$ cat src/hw/lmsf_pkg.sv
/*
  Shared constants and carrier types of the link mode switch and flow controller.
  Assumes a 16-bit settings area at word addresses 100H..11FH.
*/
package lmsf_pkg;
  localparam logic [8:0]  AREA_BASE      = 9'h100;
  localparam logic [8:0]  OFS_MODE_WORD  = 9'h119;
  localparam logic [8:0]  OFS_FLOW_SEL   = 9'h11a;
  localparam int          AREA_WORDS     = 32;
  localparam logic [15:0] AREA_DEFAULT   = 16'h0000;
  localparam logic [15:0] FLOW_DEFAULT   = 16'h0001;
  localparam logic [15:0] FLOW_OFF       = 16'h0001;
  localparam logic [15:0] FLOW_DC_A      = 16'h0101;
  localparam logic [15:0] FLOW_DC_B      = 16'h0201;
  localparam logic [15:0] FLOW_DC_C      = 16'h0301;
  localparam logic [7:0]  SW_REQ_CODE    = 8'h01;
  localparam logic [7:0]  SW_DONE_CODE   = 8'h02;
  localparam logic [3:0]  MODE_NOPROT    = 4'h4;
  localparam logic [3:0]  MODE_DED_LO    = 4'h5;
  localparam logic [3:0]  MODE_DED_HI    = 4'h8;
  localparam logic [7:0]  CODE_DC1       = 8'h11;
  localparam logic [7:0]  CODE_DC3       = 8'h13;
  localparam int          SWITCH_NS      = 16;
  localparam int          CLK_NS         = 4;
  localparam int          SWITCH_CYCLES  = (SWITCH_NS + CLK_NS - 1) / CLK_NS;

  typedef struct packed {
    logic        wr;
    logic        rd;
    logic [8:0]  addr;
    logic [15:0] wdata;
  } lmsf_bus_type;

  typedef struct packed {
    logic        valid;
    logic [7:0]  data;
  } lmsf_byte_type;
endpackage

$ cat src/hw/lmsf_ctrl.sv
/*
  Mode switch sequencing and DC1/DC3 flow control of a serial link controller.
  Assumes the protocol engine, host bus and serial framer share sys_clk_in;
  the host switch request and the duplex strap arrive from outside and are synchronised.
*/
// What this block does
// - After remote write response, drop ready, switch mode, default settings except word.
// - Remote switch end raises ready and sets word upper byte to 02H.
// - Remote path only allows dedicated mode to no-protocol mode.
// - Switching proceeds even while the host controller is stopped.
// - Host request: drop ready, switch, default settings, then raise ready and done.
// - Flow select 0101H/0201H/0301H enables DC control, 0001H disables it.
// - DC1/DC3 control only on a full duplex link.
// - Received DC codes act; transmit data passes unaltered.
// - In no-protocol mode device signals its receive ability with DC1/DC3.
// - Clear request empties receive buffer and staging area.
// - Staging full: each byte sets serial error flag and is dropped.
// - After reset or mode change act as if DC1 already sent.
// - Received DC3 pauses transmission and is removed from user data.
// - Received DC1 resumes from pause point and is not delivered.
// - Further DC1 after the first is ignored and dropped.
`timescale 1ns/1ns
module lmsf_ctrl #(
  parameter int         STAGE_DEPTH = 16,
  parameter int         LOW_FREE    = 4,
  parameter int         HIGH_FREE   = 8,
  parameter logic [3:0] INIT_MODE   = 4'h5
) (
  input  wire logic                  sys_clk_in,
  input  wire logic                  reset_n_in,
  input  wire lmsf_pkg::lmsf_bus_type host_bus_in,
  output logic [15:0]                host_rdata_out,
  input  wire logic                  remote_wr_in,
  input  wire logic [15:0]           remote_wdata_in,
  input  wire logic                  remote_resp_sent_in,
  input  wire logic                  mode_switch_req_in,
  input  wire logic                  full_duplex_in,
  output logic                       module_ready_out,
  output logic                       mode_switch_done_out,
  output logic [3:0]                 mode_out,
  input  wire lmsf_pkg::lmsf_byte_type rx_in,
  input  wire logic                  clear_rx_in,
  input  wire logic                  err_clear_in,
  output logic                       serial_error_flag_out,
  output lmsf_pkg::lmsf_byte_type    user_rx_out,
  input  wire logic                  user_rx_ready_in,
  input  wire lmsf_pkg::lmsf_byte_type tx_in,
  output logic                       tx_ready_out,
  output lmsf_pkg::lmsf_byte_type    link_tx_out,
  input  wire logic                  link_tx_ready_in
);
  localparam int AW = $clog2(STAGE_DEPTH);
  localparam logic [AW:0] DEPTH_C = (AW+1)'(STAGE_DEPTH);
  localparam logic [AW:0] LOW_C   = (AW+1)'(LOW_FREE);
  localparam logic [AW:0] HIGH_C  = (AW+1)'(HIGH_FREE);
  localparam logic [2:0]  SW_C    = 3'(lmsf_pkg::SWITCH_CYCLES);

  typedef enum logic [1:0] {ST_IDLE, ST_WAIT_RESP, ST_SWITCH, ST_HOLD_DONE} lmsf_state_type;

  lmsf_state_type state_ff;
  logic [15:0]    area_ff [lmsf_pkg::AREA_WORDS];
  logic [3:0]     mode_ff;
  logic           remote_ff, ready_ff, done_ff;
  logic [2:0]     sw_cnt_ff;
  logic           req_s1_ff, req_s2_ff, dup_s1_ff, dup_s2_ff;
  logic [7:0]     stage_ff [STAGE_DEPTH];
  logic [AW-1:0]  wr_ptr_ff, rd_ptr_ff;
  logic [AW:0]    count_ff;
  logic           err_ff, paused_ff, dc1_sent_ff;
  logic [7:0]     out_byte_ff;
  logic           out_valid_ff;
  logic [15:0]    flow_sel, mode_word;
  logic           flow_on, in_area, rx_is_dc, push, pop, need_dc3, need_dc1, load_free;
  logic [AW:0]    free_cnt;
  logic [4:0]     area_idx;

  // Synchronise the host request and duplex strap
  always_ff @(posedge sys_clk_in or negedge reset_n_in) begin
    if (!reset_n_in) begin
      req_s1_ff <= 1'b0;
      req_s2_ff <= 1'b0;
      dup_s1_ff <= 1'b0;
      dup_s2_ff <= 1'b0;
    end else begin
      req_s1_ff <= mode_switch_req_in;
      req_s2_ff <= req_s1_ff;
      dup_s1_ff <= full_duplex_in;
      dup_s2_ff <= dup_s1_ff;
    end
  end

  // Decode of the settings area and the flow selection
  assign in_area   = (host_bus_in.addr[8:5] == lmsf_pkg::AREA_BASE[8:5]);
  assign area_idx  = host_bus_in.addr[4:0];
  assign flow_sel  = area_ff[5'(lmsf_pkg::OFS_FLOW_SEL - lmsf_pkg::AREA_BASE)];
  assign mode_word = area_ff[5'(lmsf_pkg::OFS_MODE_WORD - lmsf_pkg::AREA_BASE)];
  assign flow_on = (mode_ff == lmsf_pkg::MODE_NOPROT) && dup_s2_ff &&
                   (flow_sel == lmsf_pkg::FLOW_DC_A || flow_sel == lmsf_pkg::FLOW_DC_B ||
                    flow_sel == lmsf_pkg::FLOW_DC_C);

  // Switch sequencer; no host run state is consulted
  // switch regardless of host
  always_ff @(posedge sys_clk_in or negedge reset_n_in) begin
    if (!reset_n_in) begin
      state_ff  <= ST_IDLE;
      remote_ff <= 1'b0;
      ready_ff  <= 1'b1;
      done_ff   <= 1'b0;
      sw_cnt_ff <= 3'h0;
      mode_ff   <= INIT_MODE;
    end else begin
      unique case (state_ff)
        ST_IDLE: begin
          if (remote_wr_in && remote_wdata_in[15:8] == lmsf_pkg::SW_REQ_CODE &&
              remote_wdata_in[3:0] == lmsf_pkg::MODE_NOPROT &&
              mode_ff >= lmsf_pkg::MODE_DED_LO && mode_ff <= lmsf_pkg::MODE_DED_HI) begin
            state_ff  <= ST_WAIT_RESP;
            remote_ff <= 1'b1;
          end else if (req_s2_ff) begin
            state_ff  <= ST_SWITCH;
            remote_ff <= 1'b0;
            ready_ff  <= 1'b0;
            sw_cnt_ff <= SW_C;
          end
        end
        ST_WAIT_RESP: begin
          if (remote_resp_sent_in) begin
            state_ff  <= ST_SWITCH;
            ready_ff  <= 1'b0;
            sw_cnt_ff <= SW_C;
          end
        end
        ST_SWITCH: begin
          if (sw_cnt_ff == SW_C)
            mode_ff <= mode_word[3:0];
          if (sw_cnt_ff != 3'h0) begin
            sw_cnt_ff <= sw_cnt_ff - 3'h1;
          end else begin
            ready_ff <= 1'b1;
            done_ff  <= !remote_ff;
            state_ff <= remote_ff ? ST_IDLE : ST_HOLD_DONE;
          end
        end
        ST_HOLD_DONE: begin
          if (!req_s2_ff) begin
            done_ff  <= 1'b0;
            state_ff <= ST_IDLE;
          end
        end
      endcase
    end
  end

  // Settings area; switch restores defaults and hardware beats host writes
  always_ff @(posedge sys_clk_in or negedge reset_n_in) begin
    if (!reset_n_in) begin
      for (int i = 0; i < lmsf_pkg::AREA_WORDS; i++)
        area_ff[i] <= lmsf_pkg::AREA_DEFAULT;
      area_ff[5'(lmsf_pkg::OFS_FLOW_SEL - lmsf_pkg::AREA_BASE)] <= lmsf_pkg::FLOW_DEFAULT;
    end else if (state_ff == ST_SWITCH && sw_cnt_ff == SW_C) begin
      for (int i = 0; i < lmsf_pkg::AREA_WORDS; i++)
        if (5'(i) != 5'(lmsf_pkg::OFS_MODE_WORD - lmsf_pkg::AREA_BASE))
          area_ff[i] <= lmsf_pkg::AREA_DEFAULT;
      area_ff[5'(lmsf_pkg::OFS_FLOW_SEL - lmsf_pkg::AREA_BASE)] <= lmsf_pkg::FLOW_DEFAULT;
    end else if (state_ff == ST_SWITCH && sw_cnt_ff == 3'h0 && remote_ff) begin
      area_ff[5'(lmsf_pkg::OFS_MODE_WORD - lmsf_pkg::AREA_BASE)][15:8] <= lmsf_pkg::SW_DONE_CODE;
    end else if (remote_wr_in && state_ff == ST_IDLE) begin
      area_ff[5'(lmsf_pkg::OFS_MODE_WORD - lmsf_pkg::AREA_BASE)] <= remote_wdata_in;
    end else if (host_bus_in.wr && in_area) begin
      area_ff[area_idx] <= host_bus_in.wdata;
    end
  end

  // Registered read; outside the area reads zero
  always_ff @(posedge sys_clk_in or negedge reset_n_in) begin
    if (!reset_n_in)
      host_rdata_out <= 16'h0000;
    else if (host_bus_in.rd)
      host_rdata_out <= in_area ? area_ff[area_idx] : 16'h0000;
  end

  // Receive classification
  assign rx_is_dc = flow_on && (rx_in.data == lmsf_pkg::CODE_DC1 || rx_in.data == lmsf_pkg::CODE_DC3);
  assign push     = rx_in.valid && !rx_is_dc && count_ff != DEPTH_C && !clear_rx_in;
  assign pop      = (count_ff != '0) && user_rx_ready_in && !clear_rx_in;
  assign free_cnt = DEPTH_C - count_ff;

  // Staging area pointers
  always_ff @(posedge sys_clk_in or negedge reset_n_in) begin
    if (!reset_n_in) begin
      wr_ptr_ff <= '0;
      rd_ptr_ff <= '0;
      count_ff  <= '0;
    end else if (clear_rx_in || state_ff == ST_SWITCH) begin
      wr_ptr_ff <= '0;
      rd_ptr_ff <= '0;
      count_ff  <= '0;
    end else begin
      if (push)
        wr_ptr_ff <= (wr_ptr_ff == AW'(STAGE_DEPTH - 1)) ? '0 : wr_ptr_ff + 1'b1;
      if (pop)
        rd_ptr_ff <= (rd_ptr_ff == AW'(STAGE_DEPTH - 1)) ? '0 : rd_ptr_ff + 1'b1;
      count_ff <= count_ff + (AW+1)'(push) - (AW+1)'(pop);
    end
  end

  // Staging storage
  always_ff @(posedge sys_clk_in) begin
    if (push)
      stage_ff[wr_ptr_ff] <= rx_in.data;
  end

  assign user_rx_out.valid = (count_ff != '0);
  assign user_rx_out.data  = stage_ff[rd_ptr_ff];

  // Overflow flag; a new overflow wins over a clear
  always_ff @(posedge sys_clk_in or negedge reset_n_in) begin
    if (!reset_n_in)
      err_ff <= 1'b0;
    else if (rx_in.valid && !rx_is_dc && count_ff == DEPTH_C)
      err_ff <= 1'b1;
    else if (err_clear_in)
      err_ff <= 1'b0;
  end
  assign serial_error_flag_out = err_ff;

  // Pause state from received DC codes
  always_ff @(posedge sys_clk_in or negedge reset_n_in) begin
    if (!reset_n_in)
      paused_ff <= 1'b0;
    else if (state_ff == ST_SWITCH)
      paused_ff <= 1'b0;
    else if (rx_in.valid && rx_is_dc && rx_in.data == lmsf_pkg::CODE_DC3)
      paused_ff <= 1'b1;
    else if (rx_in.valid && rx_is_dc && rx_in.data == lmsf_pkg::CODE_DC1)
      paused_ff <= 1'b0;
  end

  // Own receive ability, hysteresis between the two marks
  // device signals ability
  assign need_dc3  = flow_on && dc1_sent_ff && free_cnt < LOW_C;
  assign need_dc1  = flow_on && !dc1_sent_ff && free_cnt >= HIGH_C;
  assign load_free = !out_valid_ff || link_tx_ready_in;
  assign tx_ready_out = load_free && !need_dc3 && !need_dc1 && !paused_ff;

  // Transmit holding register; DC codes take the slot ahead of user data
  always_ff @(posedge sys_clk_in or negedge reset_n_in) begin
    if (!reset_n_in) begin
      out_valid_ff <= 1'b0;
      out_byte_ff  <= 8'h00;
      dc1_sent_ff  <= 1'b1;
    end else if (state_ff == ST_SWITCH) begin
      out_valid_ff <= 1'b0;
      dc1_sent_ff  <= 1'b1;
    end else if (load_free) begin
      out_valid_ff <= need_dc3 || need_dc1 || (tx_in.valid && tx_ready_out);
      if (need_dc3) begin
        out_byte_ff <= lmsf_pkg::CODE_DC3;
        dc1_sent_ff <= 1'b0;
      end else if (need_dc1) begin
        out_byte_ff <= lmsf_pkg::CODE_DC1;
        dc1_sent_ff <= 1'b1;
      end else if (tx_in.valid && tx_ready_out) begin
        out_byte_ff <= tx_in.data;
      end
    end
  end

  assign link_tx_out.valid    = out_valid_ff;
  assign link_tx_out.data     = out_byte_ff;
  assign module_ready_out     = ready_ff;
  assign mode_switch_done_out = done_ff;
  assign mode_out             = mode_ff;
endmodule // lmsf_ctrl

$ cat config.mk
export PLATFORM = sky130hd
export DESIGN_NAME = lmsf_ctrl
export DESIGN_NICKNAME = d
export VERILOG_FILES = /design/src/hw/lmsf_pkg.sv /design/src/hw/lmsf_ctrl.sv
export SDC_FILE = /design/constraint.sdc
export NUM_CORES = 1
export LEC_CHECK = 0
export BUFFER_PORTS_ARGS = -buffer_cell sky130_fd_sc_hd__buf_2
export CORE_UTILIZATION = 60
export DETAILED_ROUTE_END_ITERATION = 16
export PLACE_DENSITY = 0.78
export SYNTH_ARGS = -nofsm -noshare
export SYNTH_HDL_FRONTEND = slang
export SYNTH_SLANG_ARGS = --single-unit
export TNS_END_PERCENT = 5
$ cat constraint.sdc
create_clock -name sys_clk_in -period 7.75 [get_ports sys_clk_in]
set_clock_uncertainty 0.15 [all_clocks]
set_input_delay 0.775 -clock sys_clk_in [delete_from_list [all_inputs] [get_ports sys_clk_in]]
set_output_delay 0.775 -clock sys_clk_in [all_outputs]
set_load 0.02 [all_outputs]
==> impl_metrics.json <==
{
  "worst_setup_path_start_kind": "flop",
  "rsz0062_at_grt": "no",
  "leakage_nw": 15.24,
  "tritoncts": "built",
  "cts_post_setup_buffers_inserted": 0,
  "synth_ff_type": "dfrtp_1",
  "synth_top_cell_area_share_pct": 45.86,
  "crit_chain": "nor2b_1, a221oi_1, o21ai_0, nand2_1, buf_2",
  "synthXorXnorAreaFrac_pct": 0.1423,
  "synth_area_leaders": "dfrtp_1 46%, a22o_1 15%, edfxtp_1 12%, mux2i_1 9.5%, o22ai_1 2.7%",
  "rr_worst_depth": 18,
  "r2r-start": "count_ff[1]$_DFF_PN0_",
  "drtIter0Drc": 3239,
  "cts-resized-gates": 0,
  "syn_nets": 2451,
  "drive_above_1_share_pct": 15.11,
  "grt_pass1_vias": 22240,
  "die_area_um2": 52200,
  "ys_warn_count": 0,
  "clock_sinks": 697,
  "drc": 0,
  "viasPerCell": 7.274,
  "die_h_um": 228.5,
  "clock_latency_ns": 0.63,
  "irDropWorstVdd_mv": 0.2228,
  "critPathBufInv": 1,
  "synth_seq_cells": 697,
  "drv_slew": 0,
  "worstSetupPathType": "reg -> out",
  "worstPathMaxFanout": 20,
  "cts_root_buf": "clkbuf_16",
  "synth.avg_cell_area_um2": 13.03,
  "cpLargestDelayFamily": "simple AND/OR/NAND/NOR gates",
  "place_congestion": 0.9970,
  "dr.pass1.iters": 6,
  "post-synth-top-area-cell": "dfrtp_1",
  "setup_viol": 0,
  "synth_top_family_by_area": "compound AO/OA/AOI/OAI gates",
  "cts_max_level": 3,
  "crit_path_top_delay_cell": "nor2b_1",
  "io_buffer_count": 112,
  "mostFrequentLayoutCells": "563 x dfrtp_1, 516 x a22o_1, 291 x mux2i_1",
  "fin_crit_ns": 4.357,
  "postRouteAntennaNets": 0,
  "ctsHoldBuffers": 0,
  "floorplan.rows": 82,
  "dpl.hpwl_mm": 59.52,
  "power_density_nw_per_um2": 267.3,
  "grt.overflow.total": 0,
  "setup_tns_ns": 0,
  "relSlewSlack_pct": 10.99,
  "nNetsFinal": 2469,
  "grt_start_max_net_pins": 165,
  "stdcell_count": 3108,
  "cp-end-kind": "output pin",
  "tightest_slew_ns": 1.332,
  "crit_path_start": "rd_ptr_ff[1]$_DFFE_PN0P_",
  "wire_per_inst_um": 31.01,
  "mappedNetlistArea_um2": 30770,
  "cap_viol_max_count": 0,
  "fmax_mhz": 229.5,
  "placed_cells": 2979,
  "syn_to_final_growth_pct": 10.46,
  "synth-edff-count": 128,
  "synthSimpleGateAreaFrac_pct": 4.900,
  "hold_viol": 0,
  "clockBufferDepth": 3,
  "synth_fa_ha_area_share_pct": 0.7563,
  "synth.distinct_cells": 70,
  "routed_wl_mm": 96.39,
  "synth-async-reset-ratio_pct": 81.64,
  "outcome": "finished clean",
  "path_clk_slew_ns": 0.06,
  "track_usage_pct": 37.08,
  "start_util_pct": 61.08,
  "die_w_um": 228.5,
  "whs_ns": 0.04560,
  "required_ns": 6.82,
  "syn_inst": 2362,
  "arrival_ns": 3.43,
  "numCtsBuffers": 71,
  "fin_crit_sh_pct": 56.23,
  "synth_compound_area_share_pct": 20.79,
  "path_depth": 5,
  "final_common_cell": "dfrtp_1",
  "grt_pass1_wl_mm": 145.3,
  "cpPeakStageDelay_ns": 1.16,
  "core-area_um2": 50380,
  "muxShareOfSynthArea_pct": 10.67,
  "synth-seq-area-share_pct": 58.78,
  "io_pins": 113,
  "via_count": 22610,
  "hold_class": "in -> async",
  "antenna_found_initial": 0
}
==> routing by layer <==
metal / vias to the layer above / global-route usage [%] / routed length (um)
li1: 9199 / - / -
met1: 11540 / 52.10 / 37470
met2: 1565 / 53.64 / 42400
met3: 300 / 10.28 / 11310
met4: 0 / 17.51 / 5217
met5: - / 0 / 0
==> worst reg2reg max path: stages, from the launching register on <==
cell     delay (ns)
dfrtp_1        0.42
inv_1          0.10
ha_1           0.22
and2_1         0.17
ha_1           0.22
nor2b_1        0.15
o31ai_2        0.08
buf_4          0.21
or2_2          0.29
ha_1           0.29
inv_1          0.06
ha_1           0.16
inv_1          0.06
fa_1           0.43
nor2_1         0.12
nor2_1         0.05
nor2_1         0.12
or3_1          0.12
a21oi_1        0.06
==> area by class of cell <==
type,instances,area (um^2)
repair buffers,180,1129
diodes,1,2.502
well taps,672,840.8
clock inverters,27,286.5
inverters,28,105.1
multi-input cells,1402,11490
clock buffers,101,2051
flip-flops and latches,697,18090
fillers,3549,16390
==> registers in the layout, summed over array words and instances, names as in the netlist, 2 cells and up <==
signal,count
out_byte_ff,8
mode_word,16
flow_sel,16
area_ff,480
count_ff,5
rd_ptr_ff,4
sw_cnt_ff,3
mode_out,4
host_rdata_out,16
stage_ff,128
state_ff,2
wr_ptr_ff,4
==> stage by stage <==
step / worst slack, ns / power, W / instance area [um^2] / utilization (%)
2_1_floorplan: 4.431 / 0.005151 / 30770 / -
3_3_place_gp: 3.529 / 0.005577 / 31650 / 62.83
3_5_place_dp: 3.556 / 0.005633 / 31650 / 62.83
4_1_cts: 3.307 / 0.009065 / 33990 / 67.47
5_1_grt: 3.143 / 0.009360 / 33990 / 67.47
6_report: 3.393 / 0.009085 / 33990 / 67.47
==> logic make-up after synthesis <==
logic type,Yosys count
mux,308
xor+xnor,5
fa+ha+maj,18
compound gates,794
simple gates,277
buf+inv,263
flops,697
==> Yosys cell counts, types with 6 or more instances <==
library cell	count
and2_1	20
buf_1	11
nand2_1	78
clkbuf_1	106
nand4bb_1	8
a21oi_1	12
dfrtp_1	564
buf_2	87
ha_1	17
nor2_2	9
nor4_1	39
o21ai_2	30
a221oi_1	16
o21ai_1	11
o22ai_1	131
nor2_1	45
nor2b_1	8
mux4_2	16
nand2b_1	6
nor3_1	16
o21ai_0	25
and2_0	6
a22oi_1	27
edfxtp_1	128
a22o_1	516
inv_1	27
mux2i_1	291
buf_4	30
nand4b_1	6
==> final timing paths <==
path | endpoint | slack (ns)
worst max register to register | count_ff[4]$_DFF_PN0_ | 4.16
worst max-delay path | user_rx_out[7] | 3.39
min in group sys_clk_in | req_s1_ff$_DFF_PN0_ | 0.12
worst min-delay path | remote_ff$_DFFE_PN0P_ | 0.05
max in group asynchronous | area_ff[356]$_DFFE_PN0P_ | 5.57
worst min register to register | req_s2_ff$_DFF_PN0_ | 0.20
==> where the power goes <==
| part | internal [W] | switching (W) | total [W] |
|---|---|---|---|
| Combinational | 0.000513 | 0.000924 | 0.00144 |
| Sequential | 0.00398 | 0.000182 | 0.00416 |
| Clock | 0.00202 | 0.00147 | 0.00349 |
No activity file was read; power rests on OpenSTA's default activity.
